`src/fsi_pkg.sv`:
```
/*
 * Constants for the axis fault and status indicator: register offsets,
 * fault code positions, limits and timing.
 * Assumes a 125 MHz pclk; all users refer to names as fsi_pkg::name.
 */
package fsi_pkg;
	// register byte offsets
	localparam logic [7:0] OFF_CONTROL = 8'h00;
	localparam logic [7:0] OFF_STATUS  = 8'h04;
	localparam logic [7:0] OFF_FAULTS  = 8'h08;
	localparam logic [7:0] OFF_ADDRESS = 8'h0C;
	localparam logic [7:0] OFF_EDIT    = 8'h10;
	// control bit positions
	localparam int CTL_CLEAR = 0;
	localparam int CTL_RESET = 1;
	localparam int CTL_WARNF = 2;
	// clock and timing, times in ms
	localparam int CLK_HZ        = 125000000;
	localparam int BLINK_MS      = 250;
	localparam int BLINK_CYCLES  = CLK_HZ / 1000 * BLINK_MS;
	localparam int DOUBLE_MS     = 300;
	localparam int DOUBLE_CYCLES = CLK_HZ / 1000 * DOUBLE_MS;
	localparam logic [2:0] START_WAIT = 3'h7;
	// station address limits
	localparam logic [7:0] MAX_MASTER_ADDR = 8'h80;
	localparam logic [7:0] MIN_AXIS_ADDR   = 8'h01;
	// edit steps
	localparam logic [7:0] STEP_FINE   = 8'h01;
	localparam logic [7:0] STEP_COARSE = 8'h0A;
	// factory limits: 100 V and 145 degC
	localparam logic [9:0] UNDERVOLT_V  = 10'h064;
	localparam logic [7:0] MOTOR_TEMP_C = 8'h91;
	// fault vector bit n-1 holds code Fn
	localparam logic [31:0] CLEARABLE_MASK = 32'h0004_9097;
	localparam logic [31:0] RESERVED_MASK  = 32'h0420_0000;
	localparam int BIT_UNDERVOLT = 4;
	localparam int BIT_MOTOR_TMP = 5;
	localparam int BIT_PARAM_SUM = 8;
	localparam int BIT_PROG_SUM  = 9;
	localparam int BIT_WARN_FLT  = 23;
	localparam logic [5:0] CODE_NONE = 6'h00;
	// menu modes
	typedef enum logic [0:0] {MENU_BROWSE = 1'b0, MENU_EDIT = 1'b1} menu_t;
endpackage : fsi_pkg

```
`src/fsi_top.sv`:
```
/*
 * Fault, warning and status indication for a multi-axis drive: station
 * addressing, two-key panel, fault coding and latch, error response,
 * per-axis LEDs and host traffic forwarding; APB register slave.
 * Assumes pins are asynchronous to pclk; host bytes, checksums, bus
 * voltage and motor temperature come from logic on pclk.
 */
// Implementation choices: register access over APB and the address map.
// Behaviour
// forward host traffic to every axis module
// axis addresses descend from master address
// master address at most 128, last at least 1
// station address captured once after power-up
// single up press: item up or plus one
// double up press adds ten
// single down press: item down or minus one
// double down press subtracts ten
// right held plus left confirms and returns
// faulted axis: red steady, green off
// warning: red blinks, green off
// ready and enabled: green steady
// ready not enabled: green blinks
// selected axis: both LEDs blink
// any error opens contact, stage off, brake
// display shows coded error, F00 none
// distinct fault codes, F22 and F27 reserved
// checksum mismatch raises F09 or F10
// fixed undervoltage and motor temperature limits
// warning as fault reports F24
// clearable faults cleared by clear command
// reset with one clearable fault only clears
// one slow blink period, LEDs in phase
// fixed double-press window
`timescale 1ns/1ns
module fsi_top #(
	parameter int NAXES         = 3,
	parameter int BLINK_CYCLES  = fsi_pkg::BLINK_CYCLES,
	parameter int DOUBLE_CYCLES = fsi_pkg::DOUBLE_CYCLES
) (
	// clock and reset
	input  logic                 pclk,
	input  logic                 presetn,
	// apb slave
	input  logic                 psel,
	input  logic                 penable,
	input  logic                 pwrite,
	input  logic [7:0]           paddr,
	input  logic [31:0]          pwdata,
	output logic [31:0]          prdata,
	output logic                 pready,
	output logic                 pslverr,
	// asynchronous pins
	input  logic [31:0]          fault_in,
	input  logic                 key_right,
	input  logic                 key_left,
	input  logic                 reset_key,
	input  logic [NAXES-1:0]     axis_fault,
	input  logic [NAXES-1:0]     axis_warning,
	input  logic [NAXES-1:0]     axis_enabled,
	input  logic [7:0]           addr_strap,
	// on-chip sensing
	input  logic [9:0]           bus_voltage,
	input  logic [7:0]           motor_temp,
	input  logic [15:0]          param_sum,
	input  logic [15:0]          param_sum_ref,
	input  logic [15:0]          prog_sum,
	input  logic [15:0]          prog_sum_ref,
	// host serial bytes
	input  logic                 host_valid,
	input  logic [7:0]           host_addr,
	input  logic [7:0]           host_data,
	// internal link
	output logic                 link_valid,
	output logic [NAXES:0]       link_sel,
	output logic [7:0]           link_data,
	// error response and display
	output logic                 ready_contact,
	output logic                 stage_enable,
	output logic                 brake_release,
	output logic [5:0]           err_code,
	output logic [NAXES-1:0]     led_red,
	output logic [NAXES-1:0]     led_green,
	output logic [8*NAXES-1:0]   axis_addr,
	output logic [7:0]           saved_addr
);
	localparam int P_KR = 32;
	localparam int P_KL = 33;
	localparam int P_RS = 34;
	localparam int P_AF = 35;
	localparam int P_AW = P_AF + NAXES;
	localparam int P_AE = P_AW + NAXES;
	localparam int P_ST = P_AE + NAXES;
	localparam int PW   = P_ST + 8;

	if (NAXES < 1 || NAXES > 127 || BLINK_CYCLES < 1 || DOUBLE_CYCLES < 1) begin : g_bad
		$error("fsi_top parameters out of range");
	end

	typedef struct packed {
		logic [PW-1:0]         s1;
		logic [PW-1:0]         s2;
		logic [PW-1:0]         s3;
		logic [PW-1:0]         pins;
		logic [31:0]           faults;
		logic                  warn_en;
		logic [2:0]            start_cnt;
		logic                  addr_taken;
		logic                  addr_err;
		logic [7:0]            master_addr;
		logic [7:0]            saved;
		logic [NAXES-1:0][7:0] axis_addr;
		logic [31:0]           blink_cnt;
		logic                  blink;
		logic [31:0]           pend_cnt;
		logic                  pend_up;
		logic                  pend_dn;
		fsi_pkg::menu_t        mode;
		logic [7:0]            menu_item;
		logic [7:0]            edit_val;
		logic [31:0]           rdata;
		logic                  pready;
		logic                  pslverr;
		logic                  ready;
		logic                  stage_en;
		logic                  brake_rel;
		logic [5:0]            err_code;
		logic [NAXES-1:0]      red;
		logic [NAXES-1:0]      green;
		logic                  link_valid;
		logic [NAXES:0]        link_sel;
		logic [7:0]            link_data;
	} state_t;

	state_t      q_reg;
	state_t      q_next;
	logic [PW-1:0] press;
	logic        chord;
	logic        act_up;
	logic        act_dn;
	logic        act_up10;
	logic        act_dn10;
	logic        wr_ctrl;
	logic        do_clear;
	logic        do_reset;
	logic [31:0] set_vec;
	logic [31:0] clr_mask;
	logic [5:0]  code;
	logic        sel_fault;
	logic        err_any;

	// saturating edit steps, address kept in 1..128
	function automatic logic [7:0] step_up(input logic [7:0] v, input logic [7:0] s);
		logic [8:0] t;
		t = {1'b0, v} + {1'b0, s};
		step_up = (t > {1'b0, fsi_pkg::MAX_MASTER_ADDR}) ? fsi_pkg::MAX_MASTER_ADDR : t[7:0];
	endfunction : step_up

	function automatic logic [7:0] step_dn(input logic [7:0] v, input logic [7:0] s);
		step_dn = (v > s) ? v - s : fsi_pkg::MIN_AXIS_ADDR;
	endfunction : step_dn

	// next-state logic of the whole block
	always_comb
	begin
		q_next = q_reg;
		act_up = 1'b0;
		act_dn = 1'b0;
		act_up10 = 1'b0;
		act_dn10 = 1'b0;
		sel_fault = 1'b0;
		code = fsi_pkg::CODE_NONE;
		err_any = |q_reg.faults;

		// three-stage sync, level accepted when stages two and three agree
		q_next.s1 = {addr_strap, axis_enabled, axis_warning, axis_fault,
			reset_key, key_left, key_right, fault_in};
		q_next.s2 = q_reg.s1;
		q_next.s3 = q_reg.s2;
		for (int i = 0; i < PW; i++)
			if (q_reg.s2[i] == q_reg.s3[i])
				q_next.pins[i] = q_reg.s3[i];
		press = q_next.pins & ~q_reg.pins;

		// apb: answer one cycle after setup
		q_next.pready = psel & ~penable;
		q_next.pslverr = 1'b0;
		wr_ctrl = psel & penable & q_reg.pready & pwrite & (paddr == fsi_pkg::OFF_CONTROL);
		do_clear = wr_ctrl & pwdata[fsi_pkg::CTL_CLEAR];
		do_reset = (wr_ctrl & pwdata[fsi_pkg::CTL_RESET]) | press[P_RS];
		if (wr_ctrl)
			q_next.warn_en = pwdata[fsi_pkg::CTL_WARNF];

		// station address captured once after reset release
		if (!q_reg.addr_taken) begin
			q_next.start_cnt = q_reg.start_cnt + 3'h1;
			if (q_reg.start_cnt == fsi_pkg::START_WAIT)
			begin
				q_next.addr_taken = 1'b1;
				q_next.master_addr = q_reg.pins[P_ST +: 8];
				q_next.saved = q_reg.pins[P_ST +: 8];
				q_next.addr_err = (q_reg.pins[P_ST +: 8] > fsi_pkg::MAX_MASTER_ADDR) ||
					(q_reg.pins[P_ST +: 8] <= 8'(NAXES));
			end
		end
		// descending axis addresses
		for (int k = 0; k < NAXES; k++)
			q_next.axis_addr[k] = q_reg.master_addr - 8'(k + 1);

		// fault sources and latch; a set wins over a clear
		set_vec = q_reg.pins[31:0];
		set_vec[fsi_pkg::BIT_UNDERVOLT] |= bus_voltage < fsi_pkg::UNDERVOLT_V;
		set_vec[fsi_pkg::BIT_MOTOR_TMP] |= motor_temp > fsi_pkg::MOTOR_TEMP_C;
		set_vec[fsi_pkg::BIT_PARAM_SUM] |= param_sum != param_sum_ref;
		set_vec[fsi_pkg::BIT_PROG_SUM] |= prog_sum != prog_sum_ref;
		set_vec[fsi_pkg::BIT_WARN_FLT] |= q_reg.warn_en &
			(|q_reg.pins[P_AW +: NAXES]);
		set_vec = set_vec & ~fsi_pkg::RESERVED_MASK;
		clr_mask = '0;
		if (do_clear)
			clr_mask = fsi_pkg::CLEARABLE_MASK;
		if (do_reset) begin
			if (((q_reg.faults & (q_reg.faults - 32'h1)) == '0) &&
				((q_reg.faults & ~fsi_pkg::CLEARABLE_MASK) == '0))
				clr_mask = fsi_pkg::CLEARABLE_MASK;
			else
				clr_mask = '1;
		end
		q_next.faults = (q_reg.faults & ~clr_mask) | set_vec;

		// lowest code first
		for (int i = 31; i >= 0; i--)
			if (q_reg.faults[i])
				code = 6'(i + 1);
		for (int k = 0; k < NAXES; k++)
			if (q_reg.menu_item == 8'(k + 1))
				sel_fault = q_reg.pins[P_AF + k];
		q_next.err_code = (q_reg.menu_item == 8'h00 || sel_fault) ? code
			: fsi_pkg::CODE_NONE;

		// error response
		q_next.ready = ~err_any;
		q_next.stage_en = ~err_any;
		q_next.brake_rel = ~err_any;

		// blink phase, shared by all LEDs
		if (q_reg.blink_cnt == 32'(BLINK_CYCLES - 1)) begin
			q_next.blink_cnt = '0;
			q_next.blink = ~q_reg.blink;
		end else
			q_next.blink_cnt = q_reg.blink_cnt + 32'h1;

		// keys: a press waits for the window to see if a second follows
		chord = press[P_KL] & q_reg.pins[P_KR];
		if (q_reg.pend_up | q_reg.pend_dn)
			q_next.pend_cnt = q_reg.pend_cnt + 32'h1;
		if (chord) begin
			q_next.pend_up = 1'b0;
			q_next.pend_dn = 1'b0;
		end else if (press[P_KR]) begin
			if (q_reg.pend_up) begin
				act_up10 = 1'b1;
				q_next.pend_up = 1'b0;
			end else begin
				act_dn = q_reg.pend_dn;
				q_next.pend_dn = 1'b0;
				q_next.pend_up = 1'b1;
				q_next.pend_cnt = '0;
			end
		end else if (press[P_KL]) begin
			if (q_reg.pend_dn) begin
				act_dn10 = 1'b1;
				q_next.pend_dn = 1'b0;
			end else begin
				act_up = q_reg.pend_up;
				q_next.pend_up = 1'b0;
				q_next.pend_dn = 1'b1;
				q_next.pend_cnt = '0;
			end
		end else if ((q_reg.pend_up | q_reg.pend_dn) &&
			q_reg.pend_cnt == 32'(DOUBLE_CYCLES - 1)) begin
			act_up = q_reg.pend_up;
			act_dn = q_reg.pend_dn;
			q_next.pend_up = 1'b0;
			q_next.pend_dn = 1'b0;
		end

		// menu and number editing
		unique case (q_reg.mode)
			fsi_pkg::MENU_BROWSE:
			begin
				if ((act_up | act_up10) && q_reg.menu_item < 8'(NAXES))
					q_next.menu_item = q_reg.menu_item + 8'h1;
				if ((act_dn | act_dn10) && q_reg.menu_item != 8'h00)
					q_next.menu_item = q_reg.menu_item - 8'h1;
				if (chord && q_reg.menu_item == 8'h00) begin
					q_next.mode = fsi_pkg::MENU_EDIT;
					q_next.edit_val = q_reg.saved;
				end
			end
			fsi_pkg::MENU_EDIT:
			begin
				if (act_up)
					q_next.edit_val = step_up(q_reg.edit_val, fsi_pkg::STEP_FINE);
				if (act_up10)
					q_next.edit_val = step_up(q_reg.edit_val, fsi_pkg::STEP_COARSE);
				if (act_dn)
					q_next.edit_val = step_dn(q_reg.edit_val, fsi_pkg::STEP_FINE);
				if (act_dn10)
					q_next.edit_val = step_dn(q_reg.edit_val, fsi_pkg::STEP_COARSE);
				if (chord) begin
					q_next.saved = q_reg.edit_val;
					q_next.mode = fsi_pkg::MENU_BROWSE;
				end
			end
		endcase
		if (do_reset && clr_mask == '1) begin
			q_next.mode = fsi_pkg::MENU_BROWSE;
			q_next.menu_item = 8'h00;
		end

		// axis LEDs, selection first
		for (int k = 0; k < NAXES; k++) begin
			if (q_reg.menu_item == 8'(k + 1)) begin
				q_next.red[k] = q_reg.blink;
				q_next.green[k] = q_reg.blink;
			end else if (q_reg.pins[P_AF + k] | err_any) begin
				q_next.red[k] = 1'b1;
				q_next.green[k] = 1'b0;
			end else if (q_reg.pins[P_AW + k]) begin
				q_next.red[k] = q_reg.blink;
				q_next.green[k] = 1'b0;
			end else if (q_reg.pins[P_AE + k]) begin
				q_next.red[k] = 1'b0;
				q_next.green[k] = 1'b1;
			end else begin
				q_next.red[k] = 1'b0;
				q_next.green[k] = q_reg.blink;
			end
		end

		// host traffic forwarded by station address
		q_next.link_valid = host_valid & q_reg.addr_taken;
		q_next.link_data = host_data;
		q_next.link_sel[0] = host_addr == q_reg.master_addr;
		for (int k = 0; k < NAXES; k++)
			q_next.link_sel[k + 1] = host_addr == q_reg.axis_addr[k];

		// register read data, loaded during setup
		if (psel & ~penable) begin
			q_next.rdata = '0;
			unique case (paddr)
				fsi_pkg::OFF_CONTROL: q_next.rdata[fsi_pkg::CTL_WARNF] = q_reg.warn_en;
				fsi_pkg::OFF_STATUS: q_next.rdata = {8'h00, q_reg.menu_item, 3'h0,
					q_reg.mode == fsi_pkg::MENU_EDIT, q_reg.addr_err, q_reg.brake_rel,
					q_reg.stage_en, q_reg.ready, 2'h0, q_reg.err_code};
				fsi_pkg::OFF_FAULTS: q_next.rdata = q_reg.faults;
				fsi_pkg::OFF_ADDRESS: q_next.rdata = {8'h00,
					q_reg.axis_addr[NAXES-1], q_reg.saved, q_reg.master_addr};
				fsi_pkg::OFF_EDIT: q_next.rdata = {24'h0, q_reg.edit_val};
				default: q_next.pslverr = 1'b1;
			endcase
		end
	end

	// single state register
	always_ff @(posedge pclk or negedge presetn)
	begin
		if (!presetn)
			q_reg <= '0;
		else
			q_reg <= q_next;
	end

	// outputs straight from the state register
	assign prdata = q_reg.rdata;
	assign pready = q_reg.pready;
	assign pslverr = q_reg.pslverr;
	assign link_valid = q_reg.link_valid;
	assign link_sel = q_reg.link_sel;
	assign link_data = q_reg.link_data;
	assign ready_contact = q_reg.ready;
	assign stage_enable = q_reg.stage_en;
	assign brake_release = q_reg.brake_rel;
	assign err_code = q_reg.err_code;
	assign led_red = q_reg.red;
	assign led_green = q_reg.green;
	assign axis_addr = q_reg.axis_addr;
	assign saved_addr = q_reg.saved;
endmodule : fsi_top

```
`config.mk`:
```
export PLATFORM = sky130hd
export DESIGN_NAME = fsi_top
export DESIGN_NICKNAME = d
export VERILOG_FILES = /design/src/fsi_pkg.sv /design/src/fsi_top.sv
export SDC_FILE = /design/constraint.sdc
export NUM_CORES = 1
export LEC_CHECK = 0
export BUFFER_PORTS_ARGS = -buffer_cell sky130_fd_sc_hd__buf_2
export CELL_PAD_IN_SITES_DETAIL_PLACEMENT = 0
export CELL_PAD_IN_SITES_GLOBAL_PLACEMENT = 2
export CORE_UTILIZATION = 40
export CTS_CLUSTER_SIZE = 30
export DETAILED_ROUTE_END_ITERATION = 12
export GPL_TIMING_DRIVEN = 0
export PLACE_DENSITY_LB_ADDON = 0.12
export RECOVER_POWER = 100
export SYNTH_ARGS = -nofsm -noshare
export SYNTH_HDL_FRONTEND = slang
export SYNTH_SLANG_ARGS = --single-unit
```
`constraint.sdc`:
```
create_clock -name pclk -period 5.4 [get_ports pclk]
set_clock_uncertainty 0.15 [all_clocks]
set_input_delay 0 -clock pclk [delete_from_list [all_inputs] [get_ports pclk]]
set_output_delay 0 -clock pclk [all_outputs]
set_load 0.01 [all_outputs]
```
# ---- Word level (Yosys, flattened, before mapping)
# Index checks and enable logic that the tools add are counted.
dict set report totals {
  regBits 430
  inputBits 196
  out_inout_bits 94
  wordCells 352
}
dict set report op_classes {
  addsub 13
  order_cmp 9
  n_eq_ne 74
  muxes 168
  n_bitwise 33
  n_reduce_logical 23
}
# operator count
set ops {}
lappend ops {{2-to-1 mux 32 bit} 7}
lappend ops {{2-to-1 mux 6 bit} 33}
lappend ops {{case mux 29 bit (4 select lines)} 1}
lappend ops {{2-to-1 mux 8 bit} 14}
lappend ops {{2-to-1 mux 1 bit} 100}
lappend ops {{adder 32 x 1 -> 32 bit (second input constant)} 2}
lappend ops {{AND 32 bit} 2}
lappend ops {{zero test 32 bit} 2}
lappend ops {{== test 1 bit} 52}
lappend ops {{2-to-1 mux 18 bit} 2}
lappend ops {{AND 35 bit} 1}
lappend ops {{NOT 35 bit} 1}
lappend ops {{2-to-1 mux 34 bit} 1}
lappend ops {{2-to-1 mux 33 bit} 1}
lappend ops {{== test 32 x 25 -> 1 bit (second input constant)} 1}
lappend ops {{== test 32 x 26 -> 1 bit (second input constant)} 1}
lappend ops {{== test 32 bit (second input constant)} 1}
lappend ops {{== test 8 bit} 4}
lappend ops {{inequality test 16 bit} 2}
lappend ops {{NOT 32 bit} 1}
lappend ops {{bitwise OR 32 bit} 1}
lappend ops {{OR reduction 32 bit} 1}
lappend ops {{subtractor 32 x 1 -> 32 bit (second input constant)} 1}
lappend ops {{subtractor 8 x 1 -> 8 bit (second input constant)} 3}
lappend ops {{other kinds (43)} 85}

# ---- Logic depth before layout (Yosys ltp)
# Gate-level depths: netlist (run 1).
dict set report logic_depth {
  ltp_word 33
  depth_mapped 10
  depth_no_buf 9
}

# ---- Worst setup path after synthesis (run 1)
# No wires, ideal clock.
dict set report synth_timing {
  kind {flip-flop to flip-flop}
  startpoint {register q_reg[63] (netlist name)}
  endpoint {register q_reg[65] (netlist name)}
  arrival_time_ns 2.463
  required_time_ns 5.162
  setup_slack_ns 2.699
  stages_incl_launch_ff 11
  n_path_buf 2
  cell_sequence {dfrtp_1 > ha_1 > clkbuf_1 > and4_1 > clkbuf_1 > o2111a_1 > o21ai_0 > o21a_1 > or2_2 > a211o_1 > a41oi_1}
}
dict set report synth_between {
  elab_chain_len 8
  elab_cells_between_ends 17
  classes_between {4 x add/sub; 4 x order compare; 9 x mux}
}
# item line_no
set synth_rtl {}
lappend synth_rtl {{start: declaration} fsi_top.sv:134} ;# state_t q_reg;
lappend synth_rtl {{start signal: assignment} fsi_top.sv:371} ;# q_reg <= q_next;
lappend synth_rtl {{adder 8 x 1 -> 9 bit} fsi_top.sv:154} ;# t = {1'b0, v} + {1'b0, s};
lappend synth_rtl {{> comparator 9 x 8 -> 1 bit} fsi_top.sv:155} ;# step_up = (t > {1'b0, fsi_pkg::MAX_MASTER_ADDR}) ? fsi_pkg::MAX_MASTER_ADDR : t[7:0];
lappend synth_rtl {{2-to-1 mux 8 bit} fsi_top.sv:155}
lappend synth_rtl {{2-to-1 mux 8 bit} fsi_top.sv:302} ;# if (act_up)
lappend synth_rtl {{2-to-1 mux 8 bit} fsi_top.sv:304} ;# if (act_up10)
lappend synth_rtl {{2-to-1 mux 8 bit} fsi_top.sv:306} ;# if (act_dn)
lappend synth_rtl {{2-to-1 mux 8 bit *} fsi_top.sv:308} ;# if (act_dn10)
lappend synth_rtl {{case mux 8 bit (2 select lines) *} fsi_top.sv:288} ;# unique case (q_reg.mode)
# Mark *: on every way between the ends. The rest lies on a longest branch, timed or not. The select of a mux whose other input is x is not followed.
# A chain may end at the register's enable or synchronous reset.

# ---- Worst setup path after layout (run 1)
dict set report layout_timing {
  startpoint {register q_reg[108] (netlist name)}
  endpoint {register q_reg[66] (netlist name)}
}
dict set report layout_between {
  elab_chain_len 9
  elab_cells_between_ends 15
  classes_between {2 x eq/ne; 11 x mux; 2 x reduce/logical}
}
# item line_no
set layout_rtl {}
lappend layout_rtl {{== test 32 x 26 -> 1 bit *} fsi_top.sv:280} ;# q_reg.pend_cnt == 32'(DOUBLE_CYCLES - 1)) begin
lappend layout_rtl {{logical AND 1 bit *} fsi_top.sv:279} ;# end else if ((q_reg.pend_up | q_reg.pend_dn) &&
lappend layout_rtl {{2-to-1 mux 1 bit} fsi_top.sv:279}
lappend layout_rtl {{2-to-1 mux 1 bit} fsi_top.sv:269} ;# end else if (press[P_KL]) begin
lappend layout_rtl {{2-to-1 mux 1 bit} fsi_top.sv:259} ;# end else if (press[P_KR]) begin
lappend layout_rtl {{2-to-1 mux 1 bit} fsi_top.sv:256} ;# if (chord) begin
lappend layout_rtl {{2-to-1 mux 8 bit} fsi_top.sv:306}
lappend layout_rtl {{2-to-1 mux 8 bit} fsi_top.sv:308}
lappend layout_rtl {{case mux 8 bit (2 select lines)} fsi_top.sv:288}
# Mark *: on every way between the ends. The rest lies on a longest branch, timed or not.

==> key figures, run 1 <==
Place
  • Hpwl dp: 34100 um
  • Final Wtd Congestion: 0.902
  • Port bufs: around 250
  • Placed cell count: approximately 2.4k

Drt
  • Vias/cell: 4.98
  • DRC Markers: 0
  • DRT iter0 DRCs: ~860
  • Antenna Nets Post-Route: 0
  • WL final: roughly 48000 um
  • Routed wire length per instance: ~18 um
  • Vias: about 13k
  • Router iterations before antenna repair: 6

Clock network
  • Postcts setup bufs: 0
  • TritonCTS clock tree: built
  • CTS root buf: clkbuf_16
  • CTS sink cnt: roughly 420
  • CTS buffer count: 45
  • Htree depth: 2
  • CTS max path bufs: 3
  • Worst-Skew Late Latency: 580 ps
  • Worst-path clk slew: roughly 60 ps

Worst setup path
  • R2R Path Start: q_reg[108]$_DFF_PN0_
  • Capturing point of the worst reg2reg path: q_reg[66]$_DFFE_PN0P_
  • R2R depth: 8
  • Crit-path max cell delay: ~700 ps
  • Critical Path RT: roughly 5700 ps
  • R2r setup slk: 1360 ps
  • CP Cell Sequence: or4b_1 -> or4_1 -> nor4_1 -> o21ai_0 -> a41oi_1 -> clkbuf_1 -> o21ai_0 -> o22ai_2
  • Crit path top cell by count: o21ai_0
  • CP Capture Type: register
  • Slowest CP cell: a41oi_1
  • CP Launch Type: register
  • Critical path class: reg -> reg
  • Top fanout value on the critical path: 10
  • Arrival @ worst endpoint: 4380 ps
  • Critical path buffers and inverters: 1
  • Delay-heaviest family, CP: simple AND/OR/NAND/NOR gates

Floorplanning
  • IO Pins: 290
  • Die width: between 200 and 250 um
  • Die footprint: 0.0465 mm^2
  • Die height: between 200 and 250 um
  • Area of the core: approximately 0.045 mm^2
  • Initial core utilization: 41.0%
  • Core Rows: 77

Synth
  • Post-Synthesis Cells: around 1.6k
  • Main synth FF type: dfrtp_1
  • Post-Syn Area: 0.0183 mm^2
  • Synth Area in XOR/XNOR: approximately 7.5%
  • Compound-Gate Fraction of Synth Area: under 10%
  • Syn Nets: around 1.8k
  • Adder-cell area share of the yosys netlist: 4.30%
  • Cell with the most instances after synthesis: dfrtp_1
  • Async SR Flop Fraction: between 90% and 100%
  • Sequential share of the synthesized area: approximately 58%
  • Top cells by count, synth: dfrtp_1 (421), nor2_1 (120), nand2_1 (117)
  • Yosys reg bits: 421
  • Netlist cell types: 78
  • Post-Syn Area per Cell: around 11 um^2
  • Mux contribution to synthesized area: about 2.5%
  • Synth Warn #: 0
  • Synth top area cells: dfrtp_1 (58%), xor2_1 (4.0%), buf_4 (3.7%)
  • Simple-gate share of the synthesized area: a little over an eighth
  • Main combinational cell family by area after synthesis: simple AND/OR/NAND/NOR gates
  • Share of the synthesized area in the top cell type: between 50 and 60%
  • Cell taking the most area after synthesis: dfrtp_1
  • EDFF count, synth: 0

Run
  • MaxCap Viol Count: 4

STA
  • Slew headroom: -81.7%
  • Worst Tran Pin Value: approximately 2700 ps
  • Hold violation count in the final report: 0
  • # setup viols final: 0
  • Final worst-path cycle share: about three quarters
  • Min cycle time layout: approximately 4000 ps
  • Fmax achieved: 248 MHz
  • Hold slack: approximately 60 ps
  • Count of pins over their slew limit: between 300 and 400
  • RSZ-0062 raised after global routing: false
  • Setup TNS: 0 ps

Layout
  • Largest register FFs: 200
  • Diode count: 0
  • Share of cells above drive strength 1: ~18%
  • Area grow syn2layout: 26.8%
  • Fin util: between 50% and 60%
  • Final nets: about 2.3k
  • Final Non-Filler Cells: about 2.7k

Hold path
  • Hold_sp: psel
  • Hold Path Sink: prdata[13]$_DFFE_PN0P_
  • Hold depth: 4
  • Hold WC Path Type: in -> reg

GRT
  • Largest net degree at the start of global routing: between 100 and 150
  • Gr usage total: approximately a fifth
  • Vias in the first global route: 13.5k
  • Initial antenna violation count: 2
  • Gr ovfl total: 0
  • Global-route wire length before repair: 75600 um

Power
  • PD cells: 361 mW/mm^2
  • Total Power: around 0.0084 W
  • P_leak: 10.3 nW
  • Peak supply drop: around 0.00024 V

Run status
  • Status: finished, violations left
  • Failing checks: max-capacitance violations, max-slew violations
metrics by stage:
| step | cell area, um^2 | setup WS (ps) |
|---|---|---|
| 2_1_floorplan | 18300 | 2700 |
| 3_3_place_gp | 20200 | -4300 |
| 3_5_place_dp | 20300 | 2130 |
| 4_1_cts | 23400 | 1920 |
| 5_1_grt | 23200 | 1080 |
| 6_report | 23200 | 1360 |
cells in the final DEF (no fill, tap or decap), types with 5 or more instances in the layout:
master / instances
ha_1: 22
nand2_1: 117
a211oi_1: 5
buf_4: 60
nor4b_1: 7
clkbuf_16: 46
buf_2: 182
or2_2: 6
dfrtp_1: 421
or4_1: 5
a222oi_1: 5
o31ai_1: 11
nor3b_1: 5
and4_1: 9
clkinv_2: 10
nor3_1: 33
clkbuf_4: 27
clkbuf_8: 7
and3_1: 19
or3_1: 19
a21o_1: 34
nor4_1: 23
nand4_1: 28
nand2b_1: 10
o21ai_0: 67
maj3_1: 51
inv_1: 31
mux2i_1: 33
mux2_2: 12
buf_1: 5
clkbuf_1: 136
nand3_1: 42
xor2_1: 84
dlygate4sd3_1: 159
a41oi_1: 5
xnor2_1: 72
a21oi_1: 66
nor2_1: 120
and2_1: 8
cells by family (layout without fill, tap and decap cells):
logic type | count (synthesis) | after routing
and+or+nand+nor | 471 | 471
DFF | 421 | 421
AOI/OAI and AO/OA | 252 | 252
buffers and inverters | 187 | 674
xor gates and xnor gates | 156 | 156
adders and majority gates | 73 | 73
muxes | 45 | 45
layer usage:
layer  part of all wire (%)  global-route usage (%)  wire, um
met4                    2.1                    6.36       990
met3                    4.3                    3.17      2050
met1                     47                    29.3     22400
met2                     47                    33.3     22400
met5                  0.033                       0        16
power breakdown:
| group | total [W] | switching, W | internal (W) |
|---|---|---|---|
| Sequential | 0.00371 | 0.000296 | 0.00341 |
| Combinational | 0.00164 | 0.000929 | 0.000710 |
| Clock | 0.00302 | 0.00126 | 0.00175 |
what timing repair did:
action,4_1_cts,5_1_grt
hold buffers,160,0
gates resized for setup,0,0
hold endpoints to repair,382,0
area by class of cell:
type	count	area [um^2]
repair buffers	410	2790
inverters	31	116
multi-input cells	997	6640
clock inverters	16	161
clock buffers	61	1280
flip-flops and latches	421	10500
plain buffers	156	921
fillers	4077	21400
well taps	592	741
worst register-to-register path: stages (launching register included):
cell	delay [ps]
dfrtp_1	420
or4b_1	510
or4_1	430
nor4_1	590
o21ai_0	290
a41oi_1	700
clkbuf_1	510
o21ai_0	220
o22ai_2	130
how the worst max path moves through the flow:
| stage | startpoint | to | depth (start not counted) |
|---|---|---|---|
| CTS | q_reg[197]$_DFF_PN0_ | q_reg[197]$_DFF_PN0_ | 8 |
| detailed placement | q_reg[63]$_DFFE_PN0P_ | q_reg[65]$_DFFE_PN0P_ | 10 |
| floorplan | q_reg[63]$_DFFE_PN0P_ | q_reg[65]$_DFFE_PN0P_ | 10 |
| global route | q_reg[108]$_DFF_PN0_ | q_reg[66]$_DFFE_PN0P_ | 8 |
| global placement | presetn | link_data[4]$_DFF_PN0_ | 1 |
| finish | q_reg[108]$_DFF_PN0_ | q_reg[66]$_DFFE_PN0P_ | 8 |
Note: power is estimated with default switching activity, not from simulation.
==> run 2: changes to the inputs <==
Settings changed: CORE_UTILIZATION 40 to 37.
Clock period 5.4 ns to 3.9 ns, I/O delays scaled along.
==> key figures, run 2 (synthesized netlist as in run 1, its figures left out) <==
Run status
  • Status: finished, violations left
  • Failing checks: max-capacitance violations, max-slew violations

Worst setup path
  • Critical path class: reg -> reg
  • Arrival @ worst endpoint: approximately 4000 ps
  • R2r setup slk: between 200 and 300 ps
  • CP Launch Type: register
  • R2R depth: 8
  • Critical Path RT: ~4300 ps
  • Top fanout value on the critical path: 10
  • CP Capture Type: register

STA
  • # setup viols final: 0
  • Final WS setup: approximately 280 ps
  • Slew headroom: -69.5%
  • Fmax achieved: approximately 280 MHz
  • Count of pins over their slew limit: ~310
  • RSZ-0062 raised after global routing: false
  • Worst Tran Pin Value: roughly 2500 ps
  • Hold violation count in the final report: 0
  • Min cycle time layout: between 3000 and 4000 ps
  • Final worst-path cycle share: between 90% and 100%

Drt
  • Antenna Nets Post-Route: 0
  • Top sig layer: met5
  • Post-Route M1 WL: 22600 um
  • DRC Markers: 0
  • WL met2: about 23000 um
  • Met3 Wirelength: between 2000 and 2500 um
  • Routed wire length per instance: 17.7 um
  • WL final: a little under 50000 um
  • Vias: 13.5k
  • Router iterations before antenna repair: 5
  • DRT iter0 DRCs: between 700 and 800
  • Vias/cell: roughly 5

Power
  • PD cells: ~510 mW/mm^2
  • P_leak: 10.5 nW
  • Peak supply drop: 0.000299 V
  • Total Power: 0.0121 W

GRT
  • Global-route wire length before repair: ~77000 um
  • Gr ovfl total: 0
  • Vias in the first global route: around 14k
  • Initial antenna violation count: 2
  • Largest net degree at the start of global routing: ~120
  • Gr usage total: 19.8%

Floorplanning
  • Die height: around 220 um
  • Core Rows: 81
  • Initial core utilization: between 30 and 40%
  • Die footprint: roughly 0.050 mm^2
  • Die width: 224 um
  • IO Pins: 290
  • Area of the core: 0.0488 mm^2

Layout
  • Commonest non-fill, non-tap cell in the layout: dfrtp_1
  • Diode count: 0
  • Share of cells above drive strength 1: between 10% and 20%
  • Largest register FFs: 200
  • Most frequent cells in the layout: dfrtp_1 (421), buf_2 (185), dlygate4sd3_1 (160), clkbuf_1 (127), nor2_1 (120)
  • Final nets: 2284
  • Area grow syn2layout: 28.7%

Place
  • Place WS: between 500 and 600 ps
  • Port bufs: approximately 250
  • Hpwl dp: approximately 35000 um
  • Final Wtd Congestion: slightly below 0.9

Run
  • MaxCap Viol Count: 3

Clock network
  • CTS buffer count: 48
  • Worst-path clk slew: around 60 ps
  • Worst-Skew Late Latency: 600 ps
  • CTS sink cnt: between 400 and 500
  • CTS max path bufs: 3
  • TritonCTS clock tree: built
  • CTS root buf: clkbuf_16
  • Post-cts resize count: 0
  • Htree depth: 2

Hold path
  • Hold WC Path Type: in -> reg
  • Hold depth: 4
-- run 2: cell types whose count changed in the layout (fill, tap and decap cells not counted), sizes merged --
cell / previous run / this run
clkinvlp: 2 / 1
bufinv: 2 / 4
buf: 249 / 250
clkbuf: 219 / 221
dlygate4sd3: 159 / 160
clkinv: 11 / 17
-- run 2: path summary, 6_finish.rpt --
kind / from / end
max: q_reg[108]$_DFF_PN0_ / q_reg[68]$_DFFE_PN0P_
min: psel / prdata[13]$_DFFE_PN0P_
max reg2reg: q_reg[108]$_DFF_PN0_ / q_reg[68]$_DFFE_PN0P_
min reg2reg: q_next[332]$_DFF_PN0_ / q_next[280]$_DFF_PN0_
max in group asynchronous: presetn / pslverr$_DFF_PN0_
min in group asynchronous: presetn / q_reg[103]$_DFF_PN0_
-- run 2: power by group --
part / internal [W] / switching, W
clock: 0.00278 / 0.00189
sequential: 0.00473 / 0.000418
combinational: 0.000985 / 0.00130
-- run 2: worst max-delay path: stages, from the launching register on --
cell	delay [ps]
dfrtp_1	430
or4b_1	510
or4_1	440
nor4_1	680
o21ai_2	130
a41oi_1	590
clkbuf_2	370
o21ai_2	110
a31oi_2	130
-- run 2: metal layers --
layer	up-vias	track usage, %
li1	6428	-
met1	6730	28.0
met2	275	31.3
met3	68	3.17
met4	2	5.86
met5	-	0
-- run 2: stage by stage --
step / hold WS, ps / TNS [ps] / utilization [%] / instances / cell area, um^2
floorplan: -446 / 0 / - / 1605 / 18300
global placement: -41.5 / -2435540 / 41.6 / 2516 / 20300
detailed placement: -60.4 / 0 / 41.8 / 2519 / 20400
CTS: 31.1 / 0 / 48.6 / 2767 / 23700
global route: 115 / 0 / 48.2 / 2767 / 23500
finish: 72.2 / 0 / 48.2 / 2767 / 23500
-- run 2: area by class of cell --
class	count	area, um^2
Fill cell	4668	25300
Multi-Input combinational cell	997	6640
Clock inverter	23	292
Clock buffer	64	1380
Inverter	31	116
Buffer	156	927
Tap cell	664	831
Sequential cell	421	10500
Timing Repair Buffer	411	2800
-- run 2: timing repair --
action | CTS | global route
buffers inserted | 0 | 0
endpoints found under the hold margin | 398 | 0
hold buffers | 161 | 0
